**config.mk**
```make
export PLATFORM = sky130hd
export DESIGN_NAME = wop_top
export DESIGN_NICKNAME = d
export VERILOG_FILES = /design/src/wop_pkg.sv /design/src/wop_hold_timer.sv /design/src/wop_apb_regs.sv /design/src/wop_top.sv
export SDC_FILE = /design/constraint.sdc
export NUM_CORES = 1
export LEC_CHECK = 0
export BUFFER_PORTS_ARGS = -buffer_cell sky130_fd_sc_hd__buf_2
export CORE_MARGIN = 4
export CORE_UTILIZATION = 55
export CTS_CLUSTER_DIAMETER = 150
export DETAILED_ROUTE_END_ITERATION = 8
export PLACE_DENSITY_LB_ADDON = 0.12
export SYNTH_ARGS = -nofsm -noshare
export SYNTH_HDL_FRONTEND = slang
export SYNTH_SLANG_ARGS = --single-unit
```
**constraint.sdc**
```tcl
create_clock -name pclk -period 2.65 [get_ports pclk]
set_clock_uncertainty 0.15 [all_clocks]
set_input_delay 0.1325 -clock pclk [delete_from_list [all_inputs] [get_ports pclk]]
set_output_delay 0.1325 -clock pclk [all_outputs]
set_load 0.05 [all_outputs]
```
**src/wop_pkg.sv**
```systemverilog
// shared constants, register map and carrier types of the warning output block
// assumes a single 20 MHz clock and an APB master with 32-bit data
package wop_pkg;

  // ----------------------------------------------------------------
  // timing
  // ----------------------------------------------------------------
  localparam int CLK_PERIOD_NS = 50;
  localparam int MS_TICK_NS = 1000000;
  localparam int MS_CYCLES = (MS_TICK_NS + CLK_PERIOD_NS - 1) / CLK_PERIOD_NS;

  // ----------------------------------------------------------------
  // register map
  // ----------------------------------------------------------------
  localparam logic [7:0] ADDR_CTRL = 8'h00;
  localparam logic [7:0] ADDR_HOLD = 8'h04;
  localparam logic [7:0] ADDR_ROUTE = 8'h08;
  localparam logic [7:0] ADDR_STATUS = 8'h0C;
  localparam int CTRL_PIN_SEL_LSB = 0;
  localparam int CTRL_CODE_EN_BIT = 2;
  localparam int CTRL_ALARM_CLR_BIT = 8;
  localparam logic [1:0] PIN_SEL_RESET = 2'h0;
  localparam logic CODE_EN_RESET = 1'b0;
  localparam logic [7:0] ROUTE_RESET = 8'h00;
  localparam logic [9:0] HOLD_MIN_MS = 10'h014;
  localparam logic [9:0] HOLD_MAX_MS = 10'h3E8;
  localparam logic [9:0] HOLD_RESET_MS = 10'h014;

  // ----------------------------------------------------------------
  // output encodings, low means ON
  // ----------------------------------------------------------------
  localparam logic [2:0] CODE_NONE_N = 3'h7;
  localparam logic [2:0] CODE_OVERLOAD_N = 3'h6;
  localparam logic [2:0] CODE_REGEN_N = 3'h5;
  localparam logic [2:0] PAIRS_OFF_N = 3'h7;
  localparam int NUM_PAIRS = 3;
  localparam int NUM_OTHER = 4;

  // ----------------------------------------------------------------
  // types
  // ----------------------------------------------------------------
  typedef enum logic [1:0] {
    HOLD_IDLE = 2'b00,
    HOLD_COUNT = 2'b01,
    HOLD_EXPIRED = 2'b10
  } wop_hold_state_type;

  typedef struct packed {
    logic [7:0] route;
    logic [9:0] hold_ms;
    logic code_en;
    logic [1:0] pin_sel;
  } wop_cfg_type;

  typedef struct packed {
    logic overload_warn;
    logic regen_warn;
    logic alarm_active;
    logic [2:0] alarm_code;
    logic mains_on;
    logic ctrl_power_ok;
    logic undervolt;
    logic [3:0] other_status;
  } wop_pins_type;

  typedef struct packed {
    logic [2:0] pair_n;
    logic [2:0] code_n;
    logic expired;
    logic servo_alarm;
    logic drive;
    logic mains;
    logic warn;
  } wop_stat_type;

endpackage : wop_pkg

```
**src/wop_hold_timer.sv**
```systemverilog
// momentary power-loss hold timer
// assumes mains_on is already synchronised to pclk
`timescale 1ns/100ps
module wop_hold_timer #(
  parameter int MS_CYCLES = wop_pkg::MS_CYCLES
) (
  input wire logic pclk,
  input wire logic presetn,
  input wire logic mains_on,
  input wire logic [9:0] hold_ms,
  output logic expired
);

  localparam logic [14:0] MS_LAST = 15'(MS_CYCLES - 1);

  wop_pkg::wop_hold_state_type state_reg, state_next;
  logic [14:0] pre_reg, pre_next;
  logic [9:0] ms_reg, ms_next;

  // ----------------------------------------------------------------
  // hold sequence
  // ----------------------------------------------------------------
  always_comb begin
    state_next = state_reg;
    pre_next = pre_reg;
    ms_next = ms_reg;
    unique case (state_reg)
      wop_pkg::HOLD_IDLE: begin
        pre_next = 15'h0000;
        ms_next = 10'h000;
        if (!mains_on) begin
          state_next = wop_pkg::HOLD_COUNT;
        end
      end
      wop_pkg::HOLD_COUNT: begin
        if (mains_on) begin
          state_next = wop_pkg::HOLD_IDLE;
        end else if (ms_reg >= hold_ms) begin
          state_next = wop_pkg::HOLD_EXPIRED;
        end else if (pre_reg == MS_LAST) begin
          pre_next = 15'h0000;
          ms_next = ms_reg + 10'h001;
        end else begin
          pre_next = pre_reg + 15'h0001;
        end
      end
      wop_pkg::HOLD_EXPIRED: begin
        if (mains_on) begin
          state_next = wop_pkg::HOLD_IDLE;
        end
      end
      default: begin
        state_next = wop_pkg::HOLD_IDLE;
      end
    endcase
  end

  always_ff @(posedge pclk or negedge presetn) begin
    if (!presetn) begin
      state_reg <= wop_pkg::HOLD_IDLE;
      pre_reg <= 15'h0000;
      ms_reg <= 10'h000;
    end else begin
      state_reg <= state_next;
      pre_reg <= pre_next;
      ms_reg <= ms_next;
    end
  end

  assign expired = (state_reg == wop_pkg::HOLD_EXPIRED);

endmodule : wop_hold_timer

```
**src/wop_apb_regs.sv**
```systemverilog
// APB slave holding the configuration of the warning output block
// assumes an APB master on pclk; no wait state, pready always from a flop
`timescale 1ns/100ps
module wop_apb_regs (
  input wire logic pclk,
  input wire logic presetn,
  input wire logic psel,
  input wire logic penable,
  input wire logic pwrite,
  input wire logic [7:0] paddr,
  input wire logic [31:0] pwdata,
  input wire wop_pkg::wop_stat_type stat,
  output logic [31:0] prdata,
  output logic pready,
  output logic pslverr,
  output wop_pkg::wop_cfg_type cfg,
  output logic alarm_clr
);

  logic [31:0] prdata_reg, prdata_next;
  logic pready_reg, pready_next;
  logic pslverr_reg, pslverr_next;
  logic alarm_clr_reg, alarm_clr_next;
  wop_pkg::wop_cfg_type cfg_reg, cfg_next;
  logic setup;
  logic commit;
  logic hold_ok;
  logic err;
  logic [31:0] rd;

  assign setup = psel && !penable;
  assign commit = psel && penable && pready_reg;
  assign hold_ok = (pwdata[31:10] == 22'h000000) && (pwdata[9:0] >= wop_pkg::HOLD_MIN_MS) &&
                   (pwdata[9:0] <= wop_pkg::HOLD_MAX_MS);

  // ----------------------------------------------------------------
  // decode and write
  // ----------------------------------------------------------------
  always_comb begin
    cfg_next = cfg_reg;
    alarm_clr_next = 1'b0;
    pready_next = setup;
    err = 1'b0;
    rd = 32'h00000000;
    unique case (paddr)
      wop_pkg::ADDR_CTRL: rd = {29'h00000000, cfg_reg.code_en, cfg_reg.pin_sel};
      wop_pkg::ADDR_HOLD: rd = {22'h000000, cfg_reg.hold_ms};
      wop_pkg::ADDR_ROUTE: rd = {24'h000000, cfg_reg.route};
      wop_pkg::ADDR_STATUS: rd = {21'h000000, stat};
      default: err = 1'b1;
    endcase
    // out of range hold times are refused whole, the old value stays
    if (pwrite && paddr == wop_pkg::ADDR_HOLD && !hold_ok) begin
      err = 1'b1;
    end
    prdata_next = (setup && !pwrite && !err) ? rd : 32'h00000000;
    pslverr_next = setup && err;
    if (commit && pwrite && !pslverr_reg) begin
      unique case (paddr)
        wop_pkg::ADDR_CTRL: begin
          cfg_next.pin_sel = pwdata[wop_pkg::CTRL_PIN_SEL_LSB +: 2];
          cfg_next.code_en = pwdata[wop_pkg::CTRL_CODE_EN_BIT];
          alarm_clr_next = pwdata[wop_pkg::CTRL_ALARM_CLR_BIT];
        end
        wop_pkg::ADDR_HOLD: cfg_next.hold_ms = pwdata[9:0];
        wop_pkg::ADDR_ROUTE: cfg_next.route = pwdata[7:0];
        default: cfg_next = cfg_reg;
      endcase
    end
  end

  always_ff @(posedge pclk or negedge presetn) begin
    if (!presetn) begin
      cfg_reg.route <= wop_pkg::ROUTE_RESET;
      cfg_reg.hold_ms <= wop_pkg::HOLD_RESET_MS;
      cfg_reg.code_en <= wop_pkg::CODE_EN_RESET;
      cfg_reg.pin_sel <= wop_pkg::PIN_SEL_RESET;
      prdata_reg <= 32'h00000000;
      pready_reg <= 1'b0;
      pslverr_reg <= 1'b0;
      alarm_clr_reg <= 1'b0;
    end else begin
      cfg_reg <= cfg_next;
      prdata_reg <= prdata_next;
      pready_reg <= pready_next;
      pslverr_reg <= pslverr_next;
      alarm_clr_reg <= alarm_clr_next;
    end
  end

  assign prdata = prdata_reg;
  assign pready = pready_reg;
  assign pslverr = pslverr_reg;
  assign cfg = cfg_reg;
  assign alarm_clr = alarm_clr_reg;

endmodule : wop_apb_regs

```
**src/wop_top.sv**
```systemverilog
// warning output, warning code and power-loss hold logic of a servo amplifier
// assumes status pins are asynchronous to pclk and a host reads the pairs as interlocks
//
// Design decisions made here: the placing of the registers and the APB interface to the registers.
`timescale 1ns/100ps
module wop_top #(
  parameter int MS_CYCLES = wop_pkg::MS_CYCLES
) (
  input wire logic pclk,
  input wire logic presetn,
  input wire logic psel,
  input wire logic penable,
  input wire logic pwrite,
  input wire logic [7:0] paddr,
  input wire logic [31:0] pwdata,
  output logic [31:0] prdata,
  output logic pready,
  output logic pslverr,
  input wire wop_pkg::wop_pins_type pins,
  output logic [2:0] pair_n,
  output logic [2:0] code_n,
  output logic motor_drive,
  output logic servo_alarm
);

  // ----------------------------------------------------------------
  // declarations
  // ----------------------------------------------------------------
  wop_pkg::wop_pins_type sync1_reg, sync1_next;
  wop_pkg::wop_pins_type sync2_reg, sync2_next;
  wop_pkg::wop_cfg_type cfg;
  wop_pkg::wop_stat_type stat;
  logic [2:0] pair_n_reg, pair_n_next;
  logic [2:0] code_n_reg, code_n_next;
  logic drive_reg, drive_next;
  logic alarm_reg, alarm_next;
  logic [2:0] pair_hit;
  logic warn;
  logic alarm_any;
  logic alarm_clr;
  logic expired;

  function automatic logic route_hit(input logic [1:0] sel, input int pair);
    route_hit = (sel == 2'(pair + 1));
  endfunction : route_hit

  // ----------------------------------------------------------------
  // pin synchronisers
  // ----------------------------------------------------------------
  always_comb begin
    sync1_next = pins;
    sync2_next = sync1_reg;
  end

  always_ff @(posedge pclk or negedge presetn) begin
    if (!presetn) begin
      sync1_reg <= '0;
      sync2_reg <= '0;
    end else begin
      sync1_reg <= sync1_next;
      sync2_reg <= sync2_next;
    end
  end

  // ----------------------------------------------------------------
  // register file and hold timer
  // ----------------------------------------------------------------
  wop_apb_regs u_regs (
    .pclk(pclk),
    .presetn(presetn),
    .psel(psel),
    .penable(penable),
    .pwrite(pwrite),
    .paddr(paddr),
    .pwdata(pwdata),
    .stat(stat),
    .prdata(prdata),
    .pready(pready),
    .pslverr(pslverr),
    .cfg(cfg),
    .alarm_clr(alarm_clr)
  );

  wop_hold_timer #(
    .MS_CYCLES(MS_CYCLES)
  ) u_hold (
    .pclk(pclk),
    .presetn(presetn),
    .mains_on(sync2_reg.mains_on),
    .hold_ms(cfg.hold_ms),
    .expired(expired)
  );

  // ----------------------------------------------------------------
  // warning routing
  // ----------------------------------------------------------------
  // control mode does not gate the warning; it is valid in every mode
  assign warn = sync2_reg.overload_warn || sync2_reg.regen_warn;

  // the position_output_a-position output is not built here; its select stays with the host
  genvar gp;
  generate
    for (gp = 0; gp < wop_pkg::NUM_PAIRS; gp++) begin : g_pair
      always_comb begin
        pair_hit[gp] = warn && route_hit(cfg.pin_sel, gp);
        for (int i = 0; i < wop_pkg::NUM_OTHER; i++) begin
          if (sync2_reg.other_status[i] && route_hit(cfg.route[2*i +: 2], gp)) begin
            pair_hit[gp] = 1'b1;
          end
        end
      end
    end
  endgenerate

  // ----------------------------------------------------------------
  // outputs, alarm and drive
  // ----------------------------------------------------------------
  assign alarm_any = alarm_reg || sync2_reg.alarm_active;

  always_comb begin
    pair_n_next = ~pair_hit;
    // alarm has priority; overload is shown before regen when both stand
    if (alarm_any) begin
      code_n_next = ~sync2_reg.alarm_code;
    end else if (!cfg.code_en) begin
      code_n_next = wop_pkg::CODE_NONE_N;
    end else if (sync2_reg.overload_warn) begin
      code_n_next = wop_pkg::CODE_OVERLOAD_N;
    end else if (sync2_reg.regen_warn) begin
      code_n_next = wop_pkg::CODE_REGEN_N;
    end else begin
      code_n_next = wop_pkg::CODE_NONE_N;
    end
    // a new undervoltage event outweighs a clear in the same cycle
    alarm_next = (sync2_reg.undervolt && !sync2_reg.mains_on) ||
                 (alarm_reg && !alarm_clr);
    drive_next = sync2_reg.ctrl_power_ok && !alarm_any && !expired;
  end

  always_ff @(posedge pclk or negedge presetn) begin
    if (!presetn) begin
      pair_n_reg <= wop_pkg::PAIRS_OFF_N;
      code_n_reg <= wop_pkg::CODE_NONE_N;
      alarm_reg <= 1'b0;
      drive_reg <= 1'b0;
    end else begin
      pair_n_reg <= pair_n_next;
      code_n_reg <= code_n_next;
      alarm_reg <= alarm_next;
      drive_reg <= drive_next;
    end
  end

  assign pair_n = pair_n_reg;
  assign code_n = code_n_reg;
  assign motor_drive = drive_reg;
  assign servo_alarm = alarm_reg;
  assign stat = '{pair_n: pair_n_reg, code_n: code_n_reg, expired: expired,
                  servo_alarm: alarm_reg, drive: drive_reg,
                  mains: sync2_reg.mains_on, warn: warn};

  // ----------------------------------------------------------------
  // assertions
  // ----------------------------------------------------------------
  a_warn_pair_low: assert property (@(posedge pclk) disable iff (!presetn)
    warn && cfg.pin_sel != 2'h0 |=> !pair_n_reg[$past(cfg.pin_sel) - 2'h1])
    else $error("routed warning did not pull its pair low");

  a_pair_idle_high: assert property (@(posedge pclk) disable iff (!presetn)
    !warn && sync2_reg.other_status == 4'h0 |=> pair_n_reg == wop_pkg::PAIRS_OFF_N)
    else $error("pair low with nothing routed active");

  a_unrouted_quiet: assert property (@(posedge pclk) disable iff (!presetn)
    cfg.pin_sel == 2'h0 && cfg.route == 8'h00 |=> pair_n_reg == wop_pkg::PAIRS_OFF_N)
    else $error("unallocated warning reached a pair");

  a_pair_or_other: assert property (@(posedge pclk) disable iff (!presetn)
    sync2_reg.other_status[0] && cfg.route[1:0] == 2'h2 |=> !pair_n_reg[1])
    else $error("routed status signal not ORed onto its pair");

  a_code_off_plain: assert property (@(posedge pclk) disable iff (!presetn)
    !cfg.code_en && !alarm_any |=> code_n_reg == wop_pkg::CODE_NONE_N)
    else $error("warning code shown with code output disabled");

  a_code_alarm_wins: assert property (@(posedge pclk) disable iff (!presetn)
    alarm_any |=> code_n_reg == ~$past(sync2_reg.alarm_code))
    else $error("alarm code not shown during alarm");

  a_code_overload: assert property (@(posedge pclk) disable iff (!presetn)
    cfg.code_en && !alarm_any && sync2_reg.overload_warn |=>
      code_n_reg == wop_pkg::CODE_OVERLOAD_N)
    else $error("overload code wrong");

  a_code_regen: assert property (@(posedge pclk) disable iff (!presetn)
    cfg.code_en && !alarm_any && !sync2_reg.overload_warn && sync2_reg.regen_warn |=>
      code_n_reg == wop_pkg::CODE_REGEN_N)
    else $error("regenerative overload code wrong");

  a_hold_range: assert property (@(posedge pclk) disable iff (!presetn)
    cfg.hold_ms >= wop_pkg::HOLD_MIN_MS && cfg.hold_ms <= wop_pkg::HOLD_MAX_MS)
    else $error("hold time outside its range");

  a_expire_drive_off: assert property (@(posedge pclk) disable iff (!presetn)
    $rose(expired) |=> !drive_reg [*2])
    else $error("drive stayed on after hold expired");

  a_short_dip_kept: assert property (@(posedge pclk) disable iff (!presetn)
    drive_reg && $fell(sync2_reg.mains_on) && sync2_reg.ctrl_power_ok &&
      !sync2_reg.alarm_active && !sync2_reg.undervolt |=> drive_reg)
    else $error("drive dropped at start of hold window");

  a_undervolt_alarm: assert property (@(posedge pclk) disable iff (!presetn)
    sync2_reg.undervolt && !sync2_reg.mains_on |=> alarm_reg ##1 !drive_reg)
    else $error("undervoltage in power loss raised no servo alarm");

  a_ctrl_loss: assert property (@(posedge pclk) disable iff (!presetn)
    !sync2_reg.ctrl_power_ok |=> !drive_reg)
    else $error("drive on without control power");

  a_return_clears: assert property (@(posedge pclk) disable iff (!presetn)
    expired && sync2_reg.mains_on |=> !expired)
    else $error("hold state not cleared when mains returned");

  c_warn_routed: cover property (@(posedge pclk) disable iff (!presetn)
    warn && cfg.pin_sel == 2'h3 ##1 !pair_n_reg[2]);

  c_hold_expired: cover property (@(posedge pclk) disable iff (!presetn)
    $rose(expired));

  c_dip_ridden: cover property (@(posedge pclk) disable iff (!presetn)
    drive_reg && !sync2_reg.mains_on ##[1:100] sync2_reg.mains_on && drive_reg);

  c_alarm_code: cover property (@(posedge pclk) disable iff (!presetn)
    cfg.code_en && alarm_any ##1 code_n_reg != wop_pkg::CODE_NONE_N);

endmodule : wop_top

```
======== Yosys cells after proc, flatten, opt, wreduce, memory -nomap -nowiden ========
Index checks and enable logic that the tools add are counted.
storage, ports and cells
  bits in registers ....................... 117
  bits of input ports ..................... 58
  output and inout port bits .............. 42
  logic and storage cells ................. 154
operators by class
  add/subtract/negate cells ............... 2
  order comparisons ....................... 3
  eq/ne operators ......................... 27
  multiplexer cells ....................... 35
  bitwise gates (word level) .............. 2
  reduce and logical (&&, ||, !) cells .... 54
operators by type and width
  operator                 number
  $mux W15                 3
  $pmux W11 S4             1
  $logic_and A1 B1 Y1      31
  $mux W10                 3
  $pmux W15 S2             1
  $eq A2 B2 Y1 const B     11
  $logic_not A22 Y1        1
  $pmux W10 S2             1
  $eq A8 B4 Y1 const B     2
  $mux W1                  16
  $add A15 B1 Y15 const B  1
  $eq A15 B15 Y1 const B   1
  $mux W2                  7
  $eq A2 B1 Y1 const B     6
  $mux W11                 1
  $add A10 B1 Y10 const B  1
  $ge A10 B10 Y1           1
  $ge A10 B5 Y1 const B    1
  $le A10 B10 Y1 const B   1
  $logic_not A1 Y1         9
  $eq A8 B3 Y1 const B     1
  $logic_not A8 Y1         1
  $ne A2 B2 Y1 const B     4
  $not A3 Y3               2
  11 further kinds         16

======== Longest topological paths before layout ========
Gate-level depths: netlist (run 1).
  depth in word-level cells ............... 9
  gate-level depth with buffers ........... 10
  gate-level depth less buffers ........... 8

======== Modules after synthesis ========
From an unflattened synthesis (run 1), not the netlist that was laid out.
unflattened totals
  cell total of the unflattened synthesis .. 411
  area, all modules ....................... 4,551.9 um^2
modules (own cells, without submodules)
  module          times used  cells an instance  area an instance (um^2)  sequential area each (um^2)
  wop_apb_regs    1           141                1,769.2                  878.3
  wop_hold_timer  1           194                1,690.4                  675.6
  wop_top         1           76                 1,092.3                  858.3

======== Worst setup path after synthesis (run 1) ========
OpenSTA, ideal clock, no wires.
  path type ............................... reg-to-reg
  from .................................... register u_regs.cfg[5] (netlist name)
  to ...................................... register u_hold.ms_reg[0]
  arrival time ............................ 2,210 ps
  path slack .............................. 221 ps
  stages on the path, launching flop included .. 10
  buffers on the path ..................... 1
  period minus slack after synthesis ...... 2,429 ps
  path through ............................ dfstp_2 -> inv_1 -> ha_1 -> a211o_1 -> o211ai_1 -> o211a_1 -> o21ai_1 -> buf_2 -> or4b_2 -> nand3_1
between the ends
  longest elaborated chain between the ends .. 3
ends and longest elaborated chain
  element                      RTL line              source
  $ge A10 B10 Y1               wop_hold_timer.sv:38  end else if (ms_reg >= hold_ms) begin
  $ne A2 B2 Y1 (no line)       -
  $reduce_and A4 Y1 (no line)  -
  end signal: assignment       wop_hold_timer.sv:66  ms_reg <= ms_next;
  end: declaration             wop_hold_timer.sv:18  logic [9:0] ms_reg, ms_next;
Every way passes these cells.
A chain may end at the register's enable or synchronous reset.

======== Worst setup path in the final report (run 1) ========
  from .................................... register u_regs.cfg[5] (netlist name)
  to ...................................... register u_hold.pre_reg[13]
between the ends
  longest elaborated chain between the ends .. 3
ends and longest elaborated chain
  element                      RTL line              source
  $ge A10 B10 Y1               wop_hold_timer.sv:38
  $ne A2 B2 Y1 (no line)       -
  $reduce_and A3 Y1 (no line)  -
  end signal: assignment       wop_hold_timer.sv:65  pre_reg <= pre_next;
  end: declaration             wop_hold_timer.sv:17  logic [14:0] pre_reg, pre_next;
Every way passes these cells.

==> metrics.txt, run 1 <==
sequential area share after synthesis between 50% and 60%; die area between 10000 and 15000 µm²; share of cells above drive strength 1 around 28%; Setup-failing EPs final 0; required time of the critical path 2.81 ns; GRT overflow 0; Port Buffer Count 78; final period utilization approximately 97%; largest delay contributor family on the critical path compound AO/OA/AOI/OAI gates; initial antenna violation count 0; worst-path cell chain inv_1 > ha_1 > a211o_1 > o211ai_1 > o211a_1 > o21ai_4 > buf_4 > or4_1 > nand3_1; Final Hold Fails 0; final WL 11600 µm; worst-path fanout max 15; Multi-input gate area between 2000 and 2500 µm²; core footprint approximately 8300 µm²; ranking of synthesized cells by area dfrtp_1, mux2_2, dfstp_2, buf_4, nand2_1; peak supply drop ~0.35 mV; outcome finished clean; number of synthesized flops with an enable pin 0; maxcap violations 0; syn avg cell area 10.6 µm²; Leak 2.72 nW; vias per cell around 5.8; CTS Buf Count 9; clock transition at the registers of the reported paths approximately 0.1 ns; Critical Path Start Type flip-flop; Starting Density a little under three fifths; critical path data arrival time 2.72 ns; Reg area between 2000 and 2500 µm²; ys async rst share 100%; DRT iter0 DRCs 205; Syn-to-layout area delta 21.8%; Post-Synthesis Cell Area 4730 µm²; GRT Util Overall approximately a quarter; DRC viols 0; Die H a little over 100 µm; H-tree Lvls 3; Finished Layout Cells 679; dominant cell type by area after synthesis dfrtp_1; register bit total from synthesis 96; first-pass GRT wire length between 15000 and 20000 µm; slew margin rel. 51.9%; I/O pin count 100; Fillers between 600 and 700; Slew @ Worst Pin between 0.7 and 0.8 ns; CP max stage cell dfstp_2; post-route ant nets 0; worst skew pair latency 0.37 ns; nets@finish 639; vias in the first global route about 4000; root buf cell clkbuf_8; number of antenna diodes 0; Syn Inst Count roughly 450; # rows 33; Core Util, Final between 60% and 70%; DP Cell Count 634; GP Congestion approximately 0.86; crit path kind reg -> reg; CTS Sinks 96; drt first pass iters 5; Largest register FFs 21; die width slightly above 100 µm; Worst Hold Class in -> reg; fin crit period around 2.6 ns; via count 3918; final max-slew violation count 0; clock buffer depth 2; Final HPWL DP 8280 µm; pwr dens roughly 470 nW/µm²; Post-synth top flop dfrtp_1; crit end category flip-flop; CTS tree done; Synthesis Warnings 0; Bufs and invs on worst path 2; CP peak stage delay 0.55 ns; Synth cell types 58; wire per inst between 15 and 20 µm; largest net degree at the start of global routing 57; Achievable Freq 391 MHz; post-synth top area share between 40% and 50%
==> path summary, 6_finish.rpt <==
kind	start	to	slack (ns)	depth (start not counted)
worst max-delay path	u_regs.cfg[5]	u_hold.pre_reg[13]	0.09	9
worst min-delay path	paddr[2]	u_regs.prdata[0]	0.03	2
worst max register to register	u_regs.cfg[5]	u_hold.pre_reg[13]	0.09	9
worst min register to register	sync1_reg[12]	sync2_reg[12]	0.20	0
max in group asynchronous	presetn	code_n[0]	1.45	3
min in group asynchronous	presetn	u_regs.prdata[8]	0.20	2
==> per-stage QoR <==
stage	setup TNS, ns	hold WS [ns]	power (mW)	worst slack (ns)	instance area, µm²
after floorplan	0	-0.313	1.72	0.221	4810
final	0	0.0275	2.72	0.0892	5760
after CTS	0	0.0204	2.74	0.000900	5740
after detailed placement	0	0.0911	1.83	0.0164	5280
after global placement	0	0.0780	1.82	0.141	5280
after global routing	-0.0339	0.0458	2.83	-0.0111	5760
==> final cells by class <==
| type | count | share of cell area (%) |
|---|---|---|
| sequential | 96 | 41.9 |
| multi-input combinational | 315 | 36.7 |
| tap | 105 | 2.28 |
| inverter | 18 | 1.17 |
| timing repair buffer | 129 | 14.9 |
| clock inverter | 7 | 0.955 |
| clock buffer | 9 | 2.15 |
==> routing by layer <==
layer / vias to the layer above / part of all wire [%] / global-route usage, %
met3: 14 / 5.6 / 3.60
met4: 0 / 1.3 / 7.25
met2: 140 / 50 / 40.0
li1: 1859 / - / -
met5: - / 0 / 0
met1: 1905 / 43 / 33.7
==> timing repair <==
action	4_1_cts	5_1_grt
endpoints found under the setup margin	0	17
buffers inserted	0	1
hold buffers	28	0
gates resized for setup	0	5
hold endpoints to repair	85	0
==> power breakdown <==
group	leakage (nW)	switching [mW]	internal, mW	total (mW)
sequential	1.24	0.0159	1.50	1.51
clock	0.0919	0.537	0.353	0.890
combinational	1.38	0.218	0.102	0.320
total	2.72	0.771	1.95	2.72
==> cell usage in the layout (no fill, tap or decap), types with 10 or more instances in the layout <==
cell            n
conb_1         21
buf_4          23
nand3_1        21
inv_1          18
dlygate4sd3_1  28
or4_1          12
and3_1         10
nand2_1        43
dfrtp_1        88
ha_1           12
mux2_2         21
o211ai_1       16
nor2_1         25
o21ai_0        16
buf_2          77
==> cell families after synthesis <==
logic type	Yosys count	synth area share (%)
AO/OA/AOI/OAI	85	12.7
adder cells (fa/ha/maj)	12	3.17
buffers and inverters	56	6.37
flip-flops	96	51.0
multiplexers	27	6.80
other	1	0.0793
AND/OR/NAND/NOR	170	19.9
==> cells in the mapped netlist (all sizes together) (11+ instances only) <==
master / count
o211ai: 16
nand2: 43
buf: 27
mux2: 21
o21ai: 17
or4: 12
clkbuf: 11
ha: 12
inv: 18
dfrtp: 88
nor2: 26
nand3: 21
No activity file was read; power rests on OpenSTA's default activity.
==> run 2, diff against run 1 <==
--- a/config.mk
+++ b/config.mk
@@ -6,6 +6,7 @@
 export NUM_CORES = 1
 export LEC_CHECK = 0
 export BUFFER_PORTS_ARGS = -buffer_cell sky130_fd_sc_hd__buf_2
+export CORE_ASPECT_RATIO = 1.4
 export CORE_MARGIN = 4
 export CORE_UTILIZATION = 55
 export CTS_CLUSTER_DIAMETER = 150
==> run 2 against run 1 <==
Against the previous run: flip-flop and latch count unchanged; critical path type unchanged; core utilization up 0.82 points; sequential power about the same; cell area up 1.1%; non-clock buffer count down 7; clock power up 43%; worst setup slack better by 0.053 ns; highest routed layer unchanged; largest power group unchanged; count of clock-buffer cells in the layout unchanged; global-route usage up 0.30 points; via count down 1.0%; worst hold slack worse by 0.020 ns; first-iteration DRC count down 27%.
==> metrics.txt, run 2 (synthesis gave the netlist of run 1 again) <==
outcome finished clean; DRC viols 0 (unchanged); maxcap violations 0 (unchanged); wire per inst 17.8 µm (+4.5%); Die H 118 µm (+17%); Multi-input gate area 2110 µm² (-0.36%); pwr dens 532 nW/µm² (+13%); crit end category flip-flop; initial antenna violation count 0 (unchanged); Setup WS post-layout 0.142 ns (+0.0526 ns); slew margin rel. 51.3% (-0.61 points); Final Hold Fails 0 (unchanged); Critical Path Start Type flip-flop; vias per cell 5.80 (+0.48%); CP peak stage delay 0.54 ns (about the same); GP Congestion 0.890 (+3.9%); vias in the first global route 4082 (+2.7%); Starting Density 57.0% (about the same); Setup-failing EPs final 0 (unchanged); share of cells above drive strength 1 26.8% (-0.89 points); die area 10200 µm² (+0.20%); Worst Hold Class in -> reg; Achievable Freq 399 MHz (+2.1%); worst-path cell chain inv_1 > ha_1 > a211o_1 > o211ai_1 > o211a_1 > o21ai_4 > or3_1 > o41ai_1; Reg area 2410 µm² (unchanged); via count 3879 (-1.0%); most frequent cells in the layout dfrtp_1, buf_2, nand2_1; Bufs and invs on worst path 1 (-1); commonest non-fill, non-tap cell in the layout dfrtp_1; largest delay contributor family on the critical path compound AO/OA/AOI/OAI gates; core footprint 8300 µm² (about the same); largest net degree at the start of global routing 57 (unchanged); CTS Buf Count 9 (unchanged); clock buffer depth 2 (unchanged); GRT overflow 0 (unchanged); Worst Reg2Reg Path Length in Cells 8 (-1); worst-path fanout max 11 (-4); root buf cell clkbuf_16; hold_ws 0.00721 ns (-0.0203 ns); fin crit period 2.51 ns (-0.0526 ns); CP max stage cell dfstp_2; post-route ant nets 0 (unchanged); Setup TNS 0 ns (unchanged); RSZ-0062 raised after global routing no; Final HPWL DP 8670 µm (+4.7%); I/O pin count 100 (unchanged); Fillers 624 (-2.7%); Port Buffer Count 78 (unchanged); die width 86.4 µm (-14%); Leak 2.74 nW (+0.66%); CTS tree done; hold path depth 5 (+3); pre-CTS setup slack 0.120 ns (+0.104 ns); final max-slew violation count 0 (unchanged); peak supply drop 0.577 mV (+66%); nets@finish 632 (-1.1%); DRT iter0 DRCs 149 (-27%); worst skew pair latency 0.34 ns (-0.03 ns); first-pass GRT wire length 19700 µm (+1.2%); number of antenna diodes 0 (unchanged); # rows 39 (+18%); final period utilization 94.7% (-2.0 points); Syn-to-layout area delta 23.2%; CTS Sinks 96 (unchanged); critical path data arrival time 2.59 ns (-0.13 ns); Largest register FFs 21 (unchanged); required time of the critical path 2.73 ns (-0.08 ns); crit path kind reg -> reg; clock transition at the registers of the reported paths 0.07 ns (-0.03 ns); H-tree Lvls 3 (unchanged); Critical Path Stages 8 (-1); GRT Util Overall 24.7% (+0.30 points); Power, Total 3.10 mW (+14%); final WL 11900 µm (+3.0%); Slew @ Worst Pin 0.730 ns (+0.00911 ns); drt first pass iters 4 (-1)
[run 2: layout make-up]
class                           count  share of cell area (%)
Multi-Input combinational cell    315                    36.1
Sequential cell                    96                    41.4
Inverter                           18                    1.16
Clock inverter                      7                    1.25
Timing Repair Buffer              122                    14.0
Tap cell                          102                    2.19
Clock buffer                        9                    3.87
[run 2: per-layer routing]
metal	wire length, µm	vias to the layer above	GRT usage (%)
li1	-	1841	-
met1	4500	1900	28.2
met2	6580	111	44.1
met3	463	27	3.50
met4	382	0	11.8
met5	0	-	0
[run 2: timing repair]
| action | 4_1_cts | 5_1_grt |
|---|---|---|
| setup endpoints to repair | 0 | 10 |
| resized for setup | 0 | 2 |
| hold buffers | 27 | 0 |
| hold endpoints to repair | 86 | 0 |
| buffers inserted | 0 | 0 |
[run 2: worst min-delay path, cell delays in order]
cell	delay, ns
buf_2	0.08
nor2_1	0.03
nand2_1	0.08
a31oi_1	0.05
nor2_1	0.09
[run 2: per-stage QoR]
step	instance area, µm²	utilization (%)	std cells
3_3_place_gp	5250	63.3	626
2_1_floorplan	4810	-	467
3_5_place_dp	5250	63.3	626
4_1_cts	5820	70.1	669
5_1_grt	5830	70.2	669
6_report	5830	70.2	669
[run 2: report_power, final]
group	switching [mW]	total [mW]	internal, mW
clock network	0.607	1.27	0.666
registers	0.0163	1.51	1.50
logic	0.217	0.315	0.0984
total	0.840	3.10	2.26
[run 2: final timing paths]
| kind | to | slack, ns | startpoint |
|---|---|---|---|
| min in group asynchronous | u_hold.ms_reg[8] | 0.22 | presetn |
| worst max register to register | u_hold.pre_reg[9] | 0.14 | u_regs.cfg[5] |
| worst min register to register | sync2_reg[10] | 0.20 | sync1_reg[10] |
| worst min-delay path | u_regs.pslverr | 0.007 | paddr[0] |
| worst max-delay path | u_hold.pre_reg[9] | 0.14 | u_regs.cfg[5] |
| max in group asynchronous | pair_n[0] | 1.45 | presetn |
==> run 3, diff against run 2 <==
--- a/config.mk
+++ b/config.mk
@@ -5,10 +5,11 @@
 export SDC_FILE = /design/constraint.sdc
 export NUM_CORES = 1
 export LEC_CHECK = 0
-export BUFFER_PORTS_ARGS = -buffer_cell sky130_fd_sc_hd__buf_2
+export BUFFER_PORTS_ARGS = -buffer_cell sky130_fd_sc_hd__clkbuf_2
+export CAP_MARGIN = 5
 export CORE_ASPECT_RATIO = 1.4
 export CORE_MARGIN = 4
-export CORE_UTILIZATION = 55
+export CORE_UTILIZATION = 59
 export CTS_CLUSTER_DIAMETER = 150
 export DETAILED_ROUTE_END_ITERATION = 8
 export PLACE_DENSITY_LB_ADDON = 0.12
==> constraint.sdc (replaced) <==
create_clock -name pclk -period 3.25 [get_ports pclk]
set_clock_uncertainty 0.15 [all_clocks]
set_input_delay 0.1625 -clock pclk [delete_from_list [all_inputs] [get_ports pclk]]
set_output_delay 0.1625 -clock pclk [all_outputs]
set_load 0.05 [all_outputs]
==> run 3 against run 2 <==
Against the previous run: flip-flop and latch count stayed put; combinational power is 19% lower; first-iteration DRC count is 44% higher; die area is 6.2% lower; critical path depth is 1 higher; non-clock buffer count is 9 lower; critical endpoint unchanged.
==> metrics.txt, run 3 (synthesis gave the netlist of run 1 again) <==
CTS Buf Count 9 (unchanged); via count 3902 (+0.59%); final period utilization 85.8% (-8.9 points); initial antenna violation count 0 (unchanged); post-CTS resize count 0 (unchanged); Power, Total 2.29 mW (-26%); die area 9540 µm² (-6.2%); Fillers 591 (-5.3%); GRT Util Overall 25.7% (+1.0 points); FF-to-FF setup slack 0.46 ns (+0.32 ns); Setup-failing EPs final 0 (unchanged); outcome finished clean; Syn-to-layout area delta 19.2%; Comb pwr share 11.1% (+0.9 points); nets@finish 623 (-1.4%); Largest register FFs 21 (unchanged); FF-to-FF Start u_regs.cfg[5]; Critical Path Start Type flip-flop; Flop pwr share 53.8% (+5.0 points); GRT overflow 0 (unchanged); post-route ant nets 0 (unchanged); required time of the critical path 3.38 ns (+0.65 ns); vias per cell 5.93 (+2.3%); Net Sw Power 0.681 mW (-19%); Slew @ Worst Pin 0.685 ns (-0.0451 ns); fin crit period 2.79 ns (+0.279 ns); GP Congestion 0.863 (-3.1%); CTS tree done; met3 wire length 498 µm (+7.6%); Leak 2.64 nW (-3.3%); hold path depth 2 (-3); core footprint 7800 µm² (-6.0%); CP peak stage delay 0.56 ns (+0.02 ns); Final Hold Fails 0 (unchanged); crit end category flip-flop; final max-slew violation count 0 (unchanged); internal power 1.61 mW (-29%); worst-path fanout max 13 (+2); Setup TNS 0 ns (unchanged); DRT iter0 DRCs 215 (+44%); Worst Hold Class in -> reg; Routed met1 length 4380 µm (-2.6%); clock buffer depth 2 (unchanged); first-pass GRT wire length 19400 µm (-1.6%); critical path data arrival time 2.91 ns (+0.32 ns); Worst Reg2Reg Path Length in Cells 9 (+1); Starting Density 60.7% (+3.6 points); RSZ-0062 raised after global routing no; Die H 114 µm (-3.2%); maxcap violations 0 (unchanged); slew margin rel. 54.4% (+3.0 points); largest net degree at the start of global routing 56 (-1.8%); pwr dens 406 nW/µm² (-24%); worst-path cell chain inv_1 > ha_1 > a211o_1 > o211ai_1 > o211a_1 > o21ai_2 > buf_4 > or3_1 > o41ai_1; Final HPWL DP 8420 µm (-2.9%); most frequent cells in the layout dfrtp_1, clkbuf_2, nand2_1; drt first pass iters 4 (unchanged); final WL 11700 µm (-2.2%); worst skew pair latency 0.38 ns (+0.04 ns); share of cells above drive strength 1 25.3% (-1.5 points); peak supply drop 0.437 mV (-24%); Port Buffer Count 78 (unchanged); die width 83.7 µm (-3.1%); RR Endpoint u_hold.pre_reg[9]; worst-case hold path end point u_regs.prdata[0]; metal2 WL 6300 µm (-4.3%); Achievable Freq 359 MHz (-10%); crit path kind reg -> reg; commonest non-fill, non-tap cell in the layout dfrtp_1; critical hold path startpoint paddr[2]; max layer used met4; CTS Sinks 96 (unchanged); number of antenna diodes 0 (unchanged); DRC viols 0 (unchanged); I/O pin count 100 (unchanged); clock transition at the registers of the reported paths 0.11 ns (+0.04 ns); H-tree Lvls 3 (unchanged); # rows 38 (-2.6%); switching share of power 29.7% (+2.6 points); root buf cell clkbuf_8; CP max stage cell dfstp_2; clock share of power 35.1% (-5.9 points); vias in the first global route 4080 (-0.049%); wire per inst 17.7 µm (-0.54%)
## run 3: cell types whose count changed in the layout (fill, tap and decap cells not counted), sizes merged
cell         previous run  this run
inv                    22        21
dlygate4sd3            27        28
clkinv                  2         3
clkbuf                  9        86
buf                    95         8
## run 3: cell type report
type                       instances  area (µm²)  share of cell area (%)
sequential                        96        2410                    42.8
clock inverter                     7        87.6                    1.55
inverter                          18        67.6                    1.20
tap                              100         125                    2.22
multi-input combinational        315        2100                    37.2
timing repair buffer             113         726                    12.9
clock buffer                       9         124                    2.20
## run 3: worst max path at each step
stage                     cells past startpoint  slack, ns           endpoint        startpoint
final                                         9       0.46  u_hold.pre_reg[9]     u_regs.cfg[5]
after floorplan                               9       0.82   u_hold.ms_reg[0]     u_regs.cfg[5]
after detailed placement                      9       0.52  u_hold.pre_reg[9]     u_regs.cfg[5]
after global routing                          8       0.27  u_hold.pre_reg[9]  u_hold.ms_reg[7]
after global placement                        9       0.60  u_hold.pre_reg[9]     u_regs.cfg[5]
after CTS                                     9       0.48  u_hold.pre_reg[9]     u_regs.cfg[5]
## run 3: repair_timing
action | CTS | global route
setup buffers | 0 | 0
hold buffers | 28 | 0
hold endpoints to repair | 86 | 0
## run 3: through the flow
| stage | utilization [%] | hold WS [ns] | std cells | setup slack (ns) | area [µm²] |
|---|---|---|---|---|---|
| 6_report | 72.3 | 0.109 | 658 | 0.463 | 5640 |
| 2_1_floorplan | - | -0.283 | 467 | 0.821 | 4810 |
| 4_1_cts | 72.3 | 0.102 | 658 | 0.480 | 5640 |
| 3_3_place_gp | 66.0 | 0.0912 | 614 | 0.604 | 5150 |
| 3_5_place_dp | 66.0 | 0.0967 | 614 | 0.521 | 5150 |
| 5_1_grt | 72.3 | 0.128 | 658 | 0.274 | 5640 |
## run 3: routing by layer
layer	track usage, %	vias to the layer above
li1	-	1827
met1	28.6	1904
met2	46.6	131
met3	3.40	40
met4	15.3	0
met5	0	-
## run 3: power groups by stage
stage | clock [mW] | sequential [mW] | combinational (mW)
after global placement | 0 | 1.25 | 0.224
after CTS | 0.819 | 1.23 | 0.254
final | 0.802 | 1.23 | 0.254
after detailed placement | 0 | 1.26 | 0.228
after floorplan | 0 | 1.27 | 0.136
after global routing | 0.870 | 1.24 | 0.279
## run 3: worst max-delay path, delay by kind of cell, from the launching register on
family                     cells  cell delay, ns
AOI/OAI and AO/OA              5            1.05
adders and majority gates      1            0.18
buffers and inverters          2            0.29
DFF                            1            0.56
and+or+nand+nor                1            0.45
